==> src/inc/spc_defs.vh <==
/*
 Register offsets, field positions, reset values and fixed counts of the
 speech codec control and status block.
 Assumes a 32-bit Avalon-MM slave with word addresses given as byte offsets.
*/
`ifndef SPC_DEFS_VH
`define SPC_DEFS_VH

// Byte offsets on the Avalon bus
`define SPC_OFS_CONTROL      8'h00
`define SPC_OFS_STATUS       8'h04
`define SPC_OFS_PCM_IN       8'h08
`define SPC_OFS_PCM_OUT      8'h0C
`define SPC_OFS_ATTEN_OUT    8'h10

// Control register fields
`define SPC_CTL_ENABLE       0
`define SPC_CTL_CLK_ENABLE   1
`define SPC_CTL_PCM_IRQ      2
`define SPC_CTL_LEVEL_IRQ    3
`define SPC_CTL_ERROR_IRQ    4
`define SPC_CTL_DMA_DOUT     5
`define SPC_CTL_DMA_DIN      6
`define SPC_CTL_DMA_POUT     7
`define SPC_CTL_DMA_PIN      8
`define SPC_CTL_DCONV_LO     9
`define SPC_CTL_LAW          11
`define SPC_CTL_ATTEN_LO     12
`define SPC_CTL_MASK         16'h3FFF
`define SPC_CTL_RESET        16'h0000

// Status register fields
`define SPC_ST_NEAR_EMPTY    0
`define SPC_ST_NEAR_FULL     1
`define SPC_ST_PCM_SERVICE   2
`define SPC_ST_UNDERRUN      3
`define SPC_ST_OVERFLOW      4
`define SPC_ST_RESET         16'h0000

// Conversion format codes
`define SPC_FMT_MULAW        2'h0
`define SPC_FMT_ALAW         2'h1
`define SPC_FMT_LINEAR       2'h2

// FIFO thresholds
`define SPC_FIFO_DEPTH       8
`define SPC_NEAR_LEVEL       3

`endif

==> src/core/spc_status_ctrl.v <==
/*
 Control fields and clear-on-read status of the speech conversion unit,
 reached over Avalon-MM with waitrequest.
 Assumes converter strobes are synchronous one-cycle pulses.
*/
// Design decisions made here: the register offsets and register access over Avalon-MM.
`timescale 1ns/1ps
`default_nettype none
`include "spc_defs.vh"

module spc_status_ctrl #(
   parameter DEPTH = `SPC_FIFO_DEPTH
) (
   // Clock, reset, enable
   input  wire        core_clk_in,
   input  wire        sys_rst_in,
   input  wire        clk_en_in,
   // Avalon-MM slave
   input  wire [7:0]  avs_address_in,
   input  wire        avs_read_in,
   input  wire        avs_write_in,
   input  wire [31:0] avs_writedata_in,
   input  wire [3:0]  avs_byteenable_in,
   output reg  [31:0] avs_readdata_out,
   output reg         avs_waitrequest_out,
   // Converter events
   input  wire        freeze_in,
   input  wire        in_fifo_push_in,
   input  wire        in_fifo_pop_in,
   input  wire        out_fifo_push_in,
   input  wire        out_fifo_pop_in,
   input  wire        pcm_out_update_in,
   input  wire        pcm_in_consumed_in,
   // Requests and control
   output reg         level_irq_out,
   output reg         error_irq_out,
   output reg         pcm_irq_out,
   output reg         dma_pcm_in_req_out,
   output reg         dma_pcm_out_req_out,
   output reg         dma_delta_in_req_out,
   output reg         dma_delta_out_req_out,
   output reg  [1:0]  conv_format_out,
   output reg         law_select_out,
   output reg         conv_clk_enable_out
);

   reg  [15:0] speech_codec_control;
   reg         in_fifo_nearly_empty;
   reg         out_fifo_nearly_full;
   reg         pcm_service_flag;
   reg         in_fifo_underrun;
   reg         out_fifo_overflow;
   reg         pcm_out_full;
   reg         pcm_in_empty;
   reg  [15:0] linear_sample_in_buffer;
   reg  [15:0] linear_sample_out_buffer;
   reg  [15:0] atten_result;
   reg  [15:0] next_readdata;
   reg         ack;

   wire [3:0]  in_level;
   wire [3:0]  out_level;
   wire        in_underrun_evt;
   wire        out_overflow_evt;
   wire [15:0] expanded;
   wire [2:0]  in_fifo_free_count;
   wire [2:0]  out_fifo_valid_count;
   wire [15:0] speech_codec_status;
   wire        module_enable_bit;
   wire        near_empty_evt;
   wire        near_full_evt;
   wire        pcm_evt;
   wire        access;
   wire        status_read;
   wire        wr_ok;
   wire        in_pop_eff;
   wire        out_push_eff;

   // Saturating count, shared by both FIFO fields
   function [2:0] sat7;
      input [3:0] n;
      begin
         sat7 = (n > 4'h7) ? 3'h7 : n[2:0];
      end
   endfunction

   assign module_enable_bit = speech_codec_control[`SPC_CTL_ENABLE];
   // Freeze stops the converter side of both FIFOs
   assign in_pop_eff   = in_fifo_pop_in && !freeze_in;
   assign out_push_eff = out_fifo_push_in && !freeze_in;

   spc_fifo_level #(
      .DEPTH (DEPTH)
   ) u_in_fifo (
      .core_clk_in   (core_clk_in),
      .sys_rst_in    (sys_rst_in),
      .clk_en_in     (clk_en_in),
      .push_in       (in_fifo_push_in),
      .pop_in        (in_pop_eff),
      .level_out     (in_level),
      .pop_empty_out (in_underrun_evt),
      .push_full_out ()
   );

   spc_fifo_level #(
      .DEPTH (DEPTH)
   ) u_out_fifo (
      .core_clk_in   (core_clk_in),
      .sys_rst_in    (sys_rst_in),
      .clk_en_in     (clk_en_in),
      .push_in       (out_push_eff),
      .pop_in        (out_fifo_pop_in),
      .level_out     (out_level),
      .pop_empty_out (),
      .push_full_out (out_overflow_evt)
   );

   spc_expand u_expand (
      .sample_in  (linear_sample_in_buffer),
      .format_in  (speech_codec_control[`SPC_CTL_LAW] ?
                   `SPC_FMT_ALAW : `SPC_FMT_MULAW),
      .atten_in   (speech_codec_control[`SPC_CTL_ATTEN_LO+1:`SPC_CTL_ATTEN_LO]),
      .result_out (expanded)
   );

   assign in_fifo_free_count   = (in_level > 4'h6) ? 3'h0 :
                                 sat7(DEPTH[3:0] - in_level);
   assign out_fifo_valid_count = sat7(out_level);

   // Threshold crossings raise each level flag once
   assign near_empty_evt = in_pop_eff && ({28'h0, in_level} == `SPC_NEAR_LEVEL + 1)
                           && !in_fifo_push_in;
   assign near_full_evt  = out_push_eff && !out_fifo_pop_in &&
                           ({28'h0, out_level} == DEPTH - `SPC_NEAR_LEVEL - 1);
   assign pcm_evt = pcm_out_update_in || pcm_in_consumed_in;

   assign speech_codec_status = {5'h00, out_fifo_valid_count,
                                 in_fifo_free_count, out_fifo_overflow,
                                 in_fifo_underrun, pcm_service_flag,
                                 out_fifo_nearly_full,
                                 in_fifo_nearly_empty};

   assign access      = (avs_read_in || avs_write_in) && !ack;
   assign status_read = access && avs_read_in &&
                        (avs_address_in == `SPC_OFS_STATUS);
   // Only the control register stays writable while disabled
   assign wr_ok = access && avs_write_in &&
                  (module_enable_bit ||
                   avs_address_in == `SPC_OFS_CONTROL);

   // Read mux; unmapped and blocked addresses read zero
   always @* begin
      next_readdata = 16'h0000;
      if (avs_address_in == `SPC_OFS_CONTROL) begin
         next_readdata = speech_codec_control;
      end else if (!module_enable_bit) begin
         next_readdata = 16'h0000;
      end else if (avs_address_in == `SPC_OFS_STATUS) begin
         next_readdata = speech_codec_status;
      end else if (avs_address_in == `SPC_OFS_PCM_OUT) begin
         next_readdata = linear_sample_out_buffer;
      end else if (avs_address_in == `SPC_OFS_ATTEN_OUT) begin
         next_readdata = atten_result;
      end
   end

   // Bus handshake: one wait cycle, answer on the second edge
   always @(posedge core_clk_in) begin
      if (sys_rst_in) begin
         ack                 <= 1'b0;
         avs_waitrequest_out <= 1'b1;
         avs_readdata_out    <= 32'h0000_0000;
      end else if (clk_en_in) begin
         ack                 <= access;
         avs_waitrequest_out <= !access;
         if (access && avs_read_in) begin
            avs_readdata_out <= {16'h0000, next_readdata};
         end
      end
   end

   // Control register and sample buffers
   always @(posedge core_clk_in) begin
      if (sys_rst_in) begin
         speech_codec_control     <= `SPC_CTL_RESET;
         linear_sample_in_buffer  <= 16'h0000;
         linear_sample_out_buffer <= 16'h0000;
         atten_result             <= 16'h0000;
         pcm_in_empty             <= 1'b0;
         pcm_out_full             <= 1'b0;
      end else if (clk_en_in) begin
         atten_result <= expanded;
         if (pcm_in_consumed_in) begin
            pcm_in_empty <= 1'b1;
         end
         if (pcm_out_update_in && !freeze_in) begin
            pcm_out_full             <= 1'b1;
            linear_sample_out_buffer <= linear_sample_out_buffer + 16'h0001;
         end
         if (wr_ok && avs_address_in == `SPC_OFS_CONTROL) begin
            if (avs_byteenable_in[0]) begin
               speech_codec_control[7:0] <= avs_writedata_in[7:0];
            end
            if (avs_byteenable_in[1]) begin
               speech_codec_control[15:8] <= avs_writedata_in[15:8] &
                                             8'h3F; // Bits 15:14 read 0
            end
         end else if (wr_ok && avs_address_in == `SPC_OFS_PCM_IN) begin
            linear_sample_in_buffer <= avs_writedata_in[15:0];
            pcm_in_empty            <= pcm_in_consumed_in; // Set wins
         end else if (access && avs_read_in && module_enable_bit &&
                      avs_address_in == `SPC_OFS_PCM_OUT &&
                      !pcm_out_update_in) begin
            pcm_out_full <= 1'b0;
         end
      end
   end

   // Sticky flags: set wins over clear-on-read
   always @(posedge core_clk_in) begin
      if (sys_rst_in || (clk_en_in && !module_enable_bit)) begin
         in_fifo_nearly_empty <= 1'b0;
         out_fifo_nearly_full <= 1'b0;
         pcm_service_flag     <= 1'b0;
         in_fifo_underrun     <= 1'b0;
         out_fifo_overflow    <= 1'b0;
      end else if (clk_en_in) begin
         if (near_empty_evt) begin
            in_fifo_nearly_empty <= 1'b1;
         end else if (status_read) begin
            in_fifo_nearly_empty <= 1'b0;
         end
         if (near_full_evt) begin
            out_fifo_nearly_full <= 1'b1;
         end else if (status_read) begin
            out_fifo_nearly_full <= 1'b0;
         end
         if (pcm_evt) begin
            pcm_service_flag <= 1'b1;
         end else if (status_read && !freeze_in) begin
            pcm_service_flag <= 1'b0;
         end
         if (in_underrun_evt) begin
            in_fifo_underrun <= 1'b1;
         end else if (status_read && !freeze_in) begin
            in_fifo_underrun <= 1'b0;
         end
         if (out_overflow_evt) begin
            out_fifo_overflow <= 1'b1;
         end else if (status_read && !freeze_in) begin
            out_fifo_overflow <= 1'b0;
         end
      end
   end

   // Requests follow flags and enables, registered
   always @(posedge core_clk_in) begin
      if (sys_rst_in) begin
         level_irq_out         <= 1'b0;
         error_irq_out         <= 1'b0;
         pcm_irq_out           <= 1'b0;
         dma_pcm_in_req_out    <= 1'b0;
         dma_pcm_out_req_out   <= 1'b0;
         dma_delta_in_req_out  <= 1'b0;
         dma_delta_out_req_out <= 1'b0;
         conv_format_out       <= 2'h0;
         law_select_out        <= 1'b0;
         conv_clk_enable_out   <= 1'b0;
      end else if (clk_en_in) begin
         level_irq_out <= speech_codec_control[`SPC_CTL_LEVEL_IRQ] &&
                          (in_fifo_nearly_empty ||
                           out_fifo_nearly_full);
         error_irq_out <= speech_codec_control[`SPC_CTL_ERROR_IRQ] &&
                          (in_fifo_underrun || out_fifo_overflow);
         pcm_irq_out   <= speech_codec_control[`SPC_CTL_PCM_IRQ] &&
                          pcm_service_flag;
         dma_pcm_in_req_out  <= module_enable_bit &&
                                speech_codec_control[`SPC_CTL_DMA_PIN] &&
                                pcm_in_empty;
         dma_pcm_out_req_out <= module_enable_bit &&
                                speech_codec_control[`SPC_CTL_DMA_POUT] &&
                                pcm_out_full;
         dma_delta_in_req_out  <= speech_codec_control[`SPC_CTL_DMA_DIN] &&
                                  in_fifo_nearly_empty;
         dma_delta_out_req_out <= speech_codec_control[`SPC_CTL_DMA_DOUT] &&
                                  out_fifo_nearly_full;
         conv_format_out <= speech_codec_control[`SPC_CTL_DCONV_LO+1:
                                                 `SPC_CTL_DCONV_LO];
         law_select_out  <= speech_codec_control[`SPC_CTL_LAW];
         conv_clk_enable_out <= speech_codec_control[`SPC_CTL_CLK_ENABLE];
      end
   end

endmodule // spc_status_ctrl

`default_nettype wire

==> src/core/spc_fifo_level.v <==
/*
 Occupancy tracker for one eight-word converter FIFO, with error strobes.
 Assumes push and pop strobes are synchronous single-cycle events.
*/
`timescale 1ns/1ps
`default_nettype none
`include "spc_defs.vh"

module spc_fifo_level #(
   parameter DEPTH = `SPC_FIFO_DEPTH
) (
   // Clock and reset
   input  wire       core_clk_in,
   input  wire       sys_rst_in,
   input  wire       clk_en_in,
   // Strobes
   input  wire       push_in,
   input  wire       pop_in,
   // State
   output reg  [3:0] level_out,
   output wire       pop_empty_out,
   output wire       push_full_out
);

   wire do_push;
   wire do_pop;

   // Error strobes never move the level
   assign pop_empty_out = pop_in && (level_out == 4'h0);
   assign push_full_out = push_in && (level_out == DEPTH[3:0]);
   assign do_push       = push_in && !push_full_out;
   assign do_pop        = pop_in && !pop_empty_out;

   always @(posedge core_clk_in) begin
      if (sys_rst_in) begin
         level_out <= 4'h0;
      end else if (clk_en_in) begin
         if (do_push && !do_pop) begin
            level_out <= level_out + 4'h1;
         end else if (do_pop && !do_push) begin
            level_out <= level_out - 4'h1;
         end
      end
   end

endmodule // spc_fifo_level

`default_nettype wire

==> src/core/spc_expand.v <==
/*
 Expands a log PCM byte to a left-justified linear word, then attenuates.
 Assumes the caller registers the result.
*/
`timescale 1ns/1ps
`default_nettype none
`include "spc_defs.vh"

module spc_expand (
   // Sample
   input  wire [15:0] sample_in,
   input  wire [1:0]  format_in,
   input  wire [1:0]  atten_in,
   // Result
   output wire [15:0] result_out
);

   reg  [15:0] linear;
   reg  [12:0] mag13;
   reg  [13:0] mag14;
   reg  [7:0]  code;
   reg  [2:0]  seg;
   reg  [3:0]  mant;

   always @* begin
      code   = 8'h00;
      seg    = 3'h0;
      mant   = 4'h0;
      mag13  = 13'h0000;
      mag14  = 14'h0000;
      linear = sample_in;
      if (format_in == `SPC_FMT_ALAW) begin
         code  = sample_in[7:0] ^ 8'h55;
         seg   = code[6:4];
         mant  = code[3:0];
         mag13 = (seg == 3'h0) ? {8'h00, mant, 1'b1} :
                 ({7'h00, 1'b1, mant, 1'b1} << (seg - 3'h1));
         // 13-bit value left-justified and zero-filled
         linear = {(code[7] ? mag13 : -mag13), 3'h0};
      end else if (format_in == `SPC_FMT_MULAW) begin
         code  = ~sample_in[7:0];
         seg   = code[6:4];
         mant  = code[3:0];
         mag14 = ({8'h00, 1'b1, mant, 1'b1} << seg) - 14'h0021;
         // 14-bit value left-justified and zero-filled
         linear = {(code[7] ? -mag14 : mag14), 2'h0};
      end
   end

   // Arithmetic shift keeps the sign
   assign result_out = $signed(linear) >>> atten_in;

endmodule // spc_expand

`default_nettype wire

==> config.mk <==
export PLATFORM = sky130hd
export DESIGN_NAME = spc_status_ctrl
export DESIGN_NICKNAME = d
export VERILOG_FILES = /design/src/core/spc_status_ctrl.v /design/src/core/spc_fifo_level.v /design/src/core/spc_expand.v
export VERILOG_INCLUDE_DIRS = /design/src /design/src/inc
export SDC_FILE = /design/constraint.sdc
export NUM_CORES = 1
export LEC_CHECK = 0
export BUFFER_PORTS_ARGS = -buffer_cell sky130_fd_sc_hd__buf_2
export CAP_MARGIN = 20
export CORE_AREA = 2 2 188 98
export DETAILED_ROUTE_END_ITERATION = 8
export DIE_AREA = 0 0 190 100
export PLACE_DENSITY = 0.71
export SLEW_MARGIN = 20
export SYNTH_ARGS = -nofsm -noshare
export SYNTH_HDL_FRONTEND = slang
export SYNTH_SLANG_ARGS = --single-unit
export TNS_END_PERCENT = 1
==> constraint.sdc <==
create_clock -name core_clk_in -period 7.7 [get_ports core_clk_in]
set_input_delay 0.77 -clock core_clk_in [delete_from_list [all_inputs] [get_ports core_clk_in]]
set_output_delay 0.77 -clock core_clk_in [all_outputs]
set_load 0.01 [all_outputs]
==> After elaboration in Yosys (flattened, before gate mapping) <==
Cells that the tools add are included.
{ "classes": {"eq_ne": 9, "muxes": 32, "n_addsub": 10, "reduce_logical": 85, "shift": 3, "bitwise": 3, "n_lt_le_gt_ge": 3} }
{ "ops": {"columns": ["op", "n"], "rows": [
  ["$mux W16", 7],
  ["$logic_and A1 B1 Y1", 40],
  ["$mux W13", 2],
  ["$reduce_and A2 Y1", 9],
  ["$add A16 B1 Y16 const B", 1],
  ["$eq A8 B4 Y1 const B", 2],
  ["$mux W4", 4],
  ["$sshr A16 B2 Y16", 1],
  ["$logic_not A1 Y1", 15],
  ["$mux W1", 15],
  ["$mux W14", 1],
  ["$neg A14 Y14", 1],
  ["$reduce_bool A2 Y1", 7],
  ["$shl A6 B3 Y14", 1],
  ["$sub A14 B6 Y14 const B", 1],
  ["$neg A13 Y13", 1],
  ["$shl A6 B3 Y13", 1],
  ["$gt A4 B3 Y1 const B", 3],
  ["$mux W3", 3],
  ["$reduce_and A3 Y1", 3],
  ["$add A4 B1 Y4 const B", 2],
  ["$eq A4 B3 Y1 const B", 2],
  ["$eq A4 B4 Y1 const B", 2],
  ["$eq A8 B3 Y1 const B", 1],
  ["13 further kinds", 20]
]} }
{ "totals": {"in_bits": 56, "register_bits": 106, "elab_cells": 172, "output_inout_bits": 44} }

==> Longest topological paths before layout <==
{ "depth": {"word_depth": 9, "depth_mapped": 17, "mapped_depth_nobuf": 14} }

==> Cells and area by module <==
From an unflattened synthesis, not the netlist that was laid out.
{ "unflattened": {"cells_unflattened": 988, "hier_area_um2": 7856.3} }
{ "modules_own_cells": {"columns": ["module", "cells_each", "instances", "seq_area_each_um2", "area_each_um2"], "rows": [
  ["spc_status_ctrl", 511, 1, 1961.9, 4494.3],
  ["spc_expand", 417, 1, 0.0, 2763.9],
  ["spc_fifo_level", 30, 2, 80.1, 299.0]
]} }

==> Worst setup path before layout <==
OpenSTA, ideal clock, no wires.
{ "synth_timing": {"kind": "register to register", "startpoint": "register linear_sample_in_buffer[4]", "endpoint": "register atten_result[7]", "setup_time_ns": 0.079, "required_time_ns": 7.621, "path_buffers": 4, "arrival_ns": 3.698, "path_stages_with_launch": 17, "path_slack_ns": 3.923, "period_less_slack_ns": 3.777, "cell_sequence": "dfxtp_1 -> buf_2 -> buf_4 -> buf_2 -> buf_1 -> nand2_1 -> nand3_1 -> ha_1 -> o211ai_2 -> or4_1 -> a211oi_1 -> or3_1 -> a31oi_1 -> or4_4 -> mux2i_1 -> nand2_1 -> a211oi_2"} }
{ "synth_between": {"elab_chain_cells": 8, "word_cells_on_any_way": 15, "cone_classes": "add/sub: 4; shift: 3; mux: 5; bitwise: 2; reduce/logical: 1"} }
{ "synth_lines": {"columns": ["element", "line_no", "source"], "rows": [
  ["start, declared", "spc_status_ctrl.v:55", "reg [15:0] linear_sample_in_buffer;"],
  ["start signal, assigned", "spc_status_ctrl.v:209", "linear_sample_in_buffer <= avs_writedata_in[15:0];"],
  ["$not A8 Y8 / $not A4 Y4 (equally long branches)", null, null],
  ["$shl A6 B3 Y14 / $sub A3 B1 Y3 (equally long branches)", "spc_expand.v:44, spc_expand.v:37", null],
  ["$sub A14 B6 Y14 / $shl A6 B3 Y13 (equally long branches)", "spc_expand.v:44, spc_expand.v:37", null],
  ["$neg A14 Y14 / $mux W13 (equally long branches)", "spc_expand.v:46, spc_expand.v:36", null],
  ["$mux W14 / $neg A13 Y13 (equally long branches)", "spc_expand.v:46, spc_expand.v:39", null],
  ["$mux W16 / $mux W13 (equally long branches)", "spc_expand.v:40, spc_expand.v:39", null],
  ["$mux W16 *", "spc_expand.v:32", "if (format_in == `SPC_FMT_ALAW) begin"],
  ["$sshr A16 B2 Y16 *", "spc_expand.v:51", "assign result_out = $signed(linear) >>> atten_in;"],
  ["end signal, assigned", "spc_status_ctrl.v:192", "atten_result <= expanded;"],
  ["end, declared", "spc_status_ctrl.v:57", "reg [15:0] atten_result;"]
]} }
Every way passes the cells marked *; elsewhere a longest branch is shown, timed or not.
A chain may end at the register's enable or synchronous reset.

==> Worst setup path in the final report <==
{ "layout_timing": {"startpoint": "register linear_sample_in_buffer[5]", "endpoint": "register atten_result[7]"} }
{ "layout_between": {"elab_chain_cells": 8, "word_cells_on_any_way": 14, "cone_classes": "add/sub: 4; shift: 3; mux: 5; bitwise: 1; reduce/logical: 1"} }
{ "layout_lines": {"columns": ["element", "line_no", "source"], "rows": [
  ["$not A8 Y8", "spc_expand.v:41", "code = ~sample_in[7:0];"],
  ["$shl A6 B3 Y14", "spc_expand.v:44", "mag14 = ({8'h00, 1'b1, mant, 1'b1} << seg) - 14'h0021;"],
  ["$sub A14 B6 Y14", "spc_expand.v:44", null],
  ["$neg A14 Y14", "spc_expand.v:46", "linear = {(code[7] ? -mag14 : mag14), 2'h0};"],
  ["$mux W14", "spc_expand.v:46", null],
  ["$mux W16", "spc_expand.v:40", "end else if (format_in == `SPC_FMT_MULAW) begin"],
  ["$mux W16 *", "spc_expand.v:32", null],
  ["$sshr A16 B2 Y16 *", "spc_expand.v:51", null]
]} }
Marks and branches as above.

==> results.yml <==
hold_path:
  hold_class: "register to register"
timing:
  setup-tns-final_ns: 0
  rsz0062_at_grt: "no"
  fmax_mhz: 204.6
  tightest_slew_ns: 1.097
  timing.final.hold_violations: 0
  drv_slew: 0
  fin_worst_skew_ns: 0.008221
  fin_crit_ns: 4.888
  max-slew-margin-rel: 0.2596
  fin_crit_sh: 0.6348
  setup_viol_count_final: 0
layout:
  final_common_cell: "nor2_1"
  synthToLayoutAreaGrowth_pct: 9.550
  fin_util: 0.4245
  final_cell_mix: "116 x nor2_1, 98 x dfxtp_1, 82 x nand2_1, 64 x a21oi_1, 63 x buf_2"
  antenna_cells: 0
  fill_cells: 1778
  drive_above_1_share: 0.1213
  layout.nets: 986
drt:
  vias: 6770
  viasPerCell: 5.861
  post_drt_wl_per_cell_um: 18.23
  drc: 0
  antenna_left: 0
  drt_pass1_iterations: 5
  drt-total-wl_mm: 21.06
  dr.first_iter.drc_count: 860
synthesis:
  ys_ff_latch: 98
  synthDistinctLibCells: 81
  synth_area_leader_cell: "dfxtp_1"
  yosysSeqAreaShare: 0.2869
  async_flop_share: 0
  synth_top_area_frac: 0.2869
  synth_edf_count: 0
  syn_inst: 888
  syn_area_um2: 6839
  synth_area_leaders: "dfxtp_1 29%, mux2i_1 7.2%, nor2_1 6.4%, a21oi_1 4.7%, nand2_1 4.5%"
  yosys_warnings: 0
  avgSynthCellArea_um2: 7.702
  synth_ff_type: "dfxtp_1"
clock_network:
  clock_sinks: 98
  cts_hold_buffers: 0
  clock_path_buffers: 2
  cts_tree: "done"
  worstSkewPairLatency_ns: 0.36
  postCtsSetupBuffers: 0
  root_buffer: "clkbuf_16"
  htree_levels: 3
  cts_buffers: 9
  clk_pin_slew_ns: 0.07
  ctsResizeCount: 0
die:
  design.die.area_um2: 19000
  die_h_um: 100
  initial_core_util: 0.3875
  io_pins: 100
  coreArea_um2: 17650
  die_w_um: 190
  fp-row-count: 35
power_and_ir_drop:
  powerDensity_nw_per_um2: 155.7
  peakVddDrop_mv: 0.1307
  leakage_nw: 2.992
  power.total_mw: 1.167
setup_path:
  max_stage_delay_ns: 0.79
  critical_path.slowest_cell: "dfxtp_1"
  worstPathArrival_ns: 5.17
  cp-start-kind: "register"
  crit_chain: "clkinv_1, ha_1, nor3b_1, o211ai_1, o21ai_0, nor3_1, a311o_1, a21oi_1, or4_4, mux2i_1, nand2_1, a211oi_2"
  cp_max_fo: 22
  crit_type: "register to register"
  crit_path_end_kind: "register"
  cp.required_ns: 7.98
global_routing:
  grt_pass1_vias: 5879
  track_usage: 0.2239
  grt_first_pass_wirelength_mm: 32.95
  grt_overflow_total: 0
  grt_max_degree: 47
  antenna_found_initial: 1
placed_design:
  dpl.hpwl_mm: 16.13
  io_buffers: 63
  gp_congestion: 0.9961
flow_run:
  maxCapViolCount: 0
status:
  outcome: "complete, no violations"
[area by class of cell]
class	instances	area (um^2)	share of cell area
Multi-Input combinational cell	701	4461	0.5954
Sequential cell	98	1962	0.2619
Timing Repair Buffer	71	375.4	0.05010
Tap cell	240	300.3	0.04008
Clock buffer	9	225.2	0.03006
Inverter	29	108.9	0.01453
Clock inverter	7	60.06	0.008016
[critical path: cells and delay by family (launching register included)]
kind / cells / cell delay, ns
multiplexers: 1 / 0.20
AND/OR/NAND/NOR: 4 / 1.23
flip-flops: 1 / 0.79
adder cells (fa/ha/maj): 1 / 0.76
buffers and inverters: 1 / 0.60
AO/OA/AOI/OAI: 5 / 1.22
[routing by layer]
metal	up-vias	GRT usage	share of wire	wire length, um
met5	-	0	0.00057	12
met3	17	0.09196	0.14	2970
met1	3179	0.3628	0.51	10700
li1	3233	-	-	-
met2	339	0.2602	0.34	7173
met4	2	0.03876	0.0092	194
[final timing paths]
check	start	to	slack (ns)	cells after the start
min	level_irq_out$_SDFFE_PP0P_	level_irq_out$_SDFFE_PP0P_	0.46	2
min reg2reg	level_irq_out$_SDFFE_PP0P_	level_irq_out$_SDFFE_PP0P_	0.46	2
max reg2reg	linear_sample_in_buffer[5]$_SDFFE_PP0P_	atten_result[7]$_SDFFE_PP0P_	2.81	12
max	linear_sample_in_buffer[5]$_SDFFE_PP0P_	atten_result[7]$_SDFFE_PP0P_	2.81	12
[registers in the layout, indices dropped and copies added (netlist names), 2 cells and up]
| signal | count |
|---|---|
| avs_readdata_out | 16 |
| speech_codec_control | 14 |
| atten_result | 16 |
| u_in_fifo.level_out | 4 |
| linear_sample_out_buffer | 16 |
| linear_sample_in_buffer | 8 |
| u_out_fifo.level_out | 4 |
| conv_format_out | 2 |
[stage by stage]
stage                     cell area, um^2  setup WS, ns  cells  hold WS [ns]
after floorplan                      6895         3.923    903        0.4412
after global placement               7207         3.031   1139        0.4486
after detailed placement             7207         3.013   1139        0.4554
after CTS                            7492         2.987   1155        0.4674
after global routing                 7492         2.458   1155        0.4879
final                                7492         2.812   1155        0.4615
[cells in the mapped netlist, drive strengths merged (4+ instances only)]
| master | instances |
|---|---|
| a211o | 6 |
| a211oi | 16 |
| a21o | 5 |
| a21oi | 65 |
| a221oi | 10 |
| a22o | 5 |
| a22oi | 5 |
| a31oi | 12 |
| a32oi | 5 |
| and2 | 12 |
| and3 | 12 |
| buf | 35 |
| clkbuf | 40 |
| clkinv | 5 |
| dfxtp | 98 |
| ha | 18 |
| inv | 24 |
| mux2 | 7 |
| mux2i | 49 |
| nand2 | 82 |
| nand2b | 7 |
| nand3 | 36 |
| nand4 | 8 |
| nor2 | 117 |
| nor2b | 13 |
| nor3 | 16 |
| nor3b | 5 |
| nor4 | 9 |
| o211ai | 16 |
| o21a | 5 |
| o21ai | 40 |
| o221ai | 6 |
| o22ai | 4 |
| o2bb2ai | 4 |
| o31ai | 8 |
| or3 | 9 |
| xnor2 | 19 |
| xor2 | 11 |
[logic make-up (layout without fill, tap and decap cells)]
| kind of cell | after synthesis | after routing | share of synthesized area |
|---|---|---|---|
| simple gates | 339 | 339 | 0.2373 |
| mux | 56 | 56 | 0.08379 |
| flops | 98 | 98 | 0.2869 |
| xor+xnor | 30 | 30 | 0.03842 |
| compound gates | 240 | 240 | 0.2452 |
| other cells | 1 | 16 | 0.0005483 |
| fa+ha+maj | 20 | 20 | 0.03879 |
| buf+inv | 104 | 116 | 0.06916 |
[where the power goes]
part / total, mW / leakage, nW / internal [mW] / switching [mW]
sequential: 0.558 / 0.795 / 0.527 / 0.0312
clock: 0.438 / 0.136 / 0.225 / 0.213
combinational: 0.171 / 2.06 / 0.0749 / 0.0962
total: 1.17 / 2.99 / 0.827 / 0.340
No activity file was read; power rests on OpenSTA's default activity.
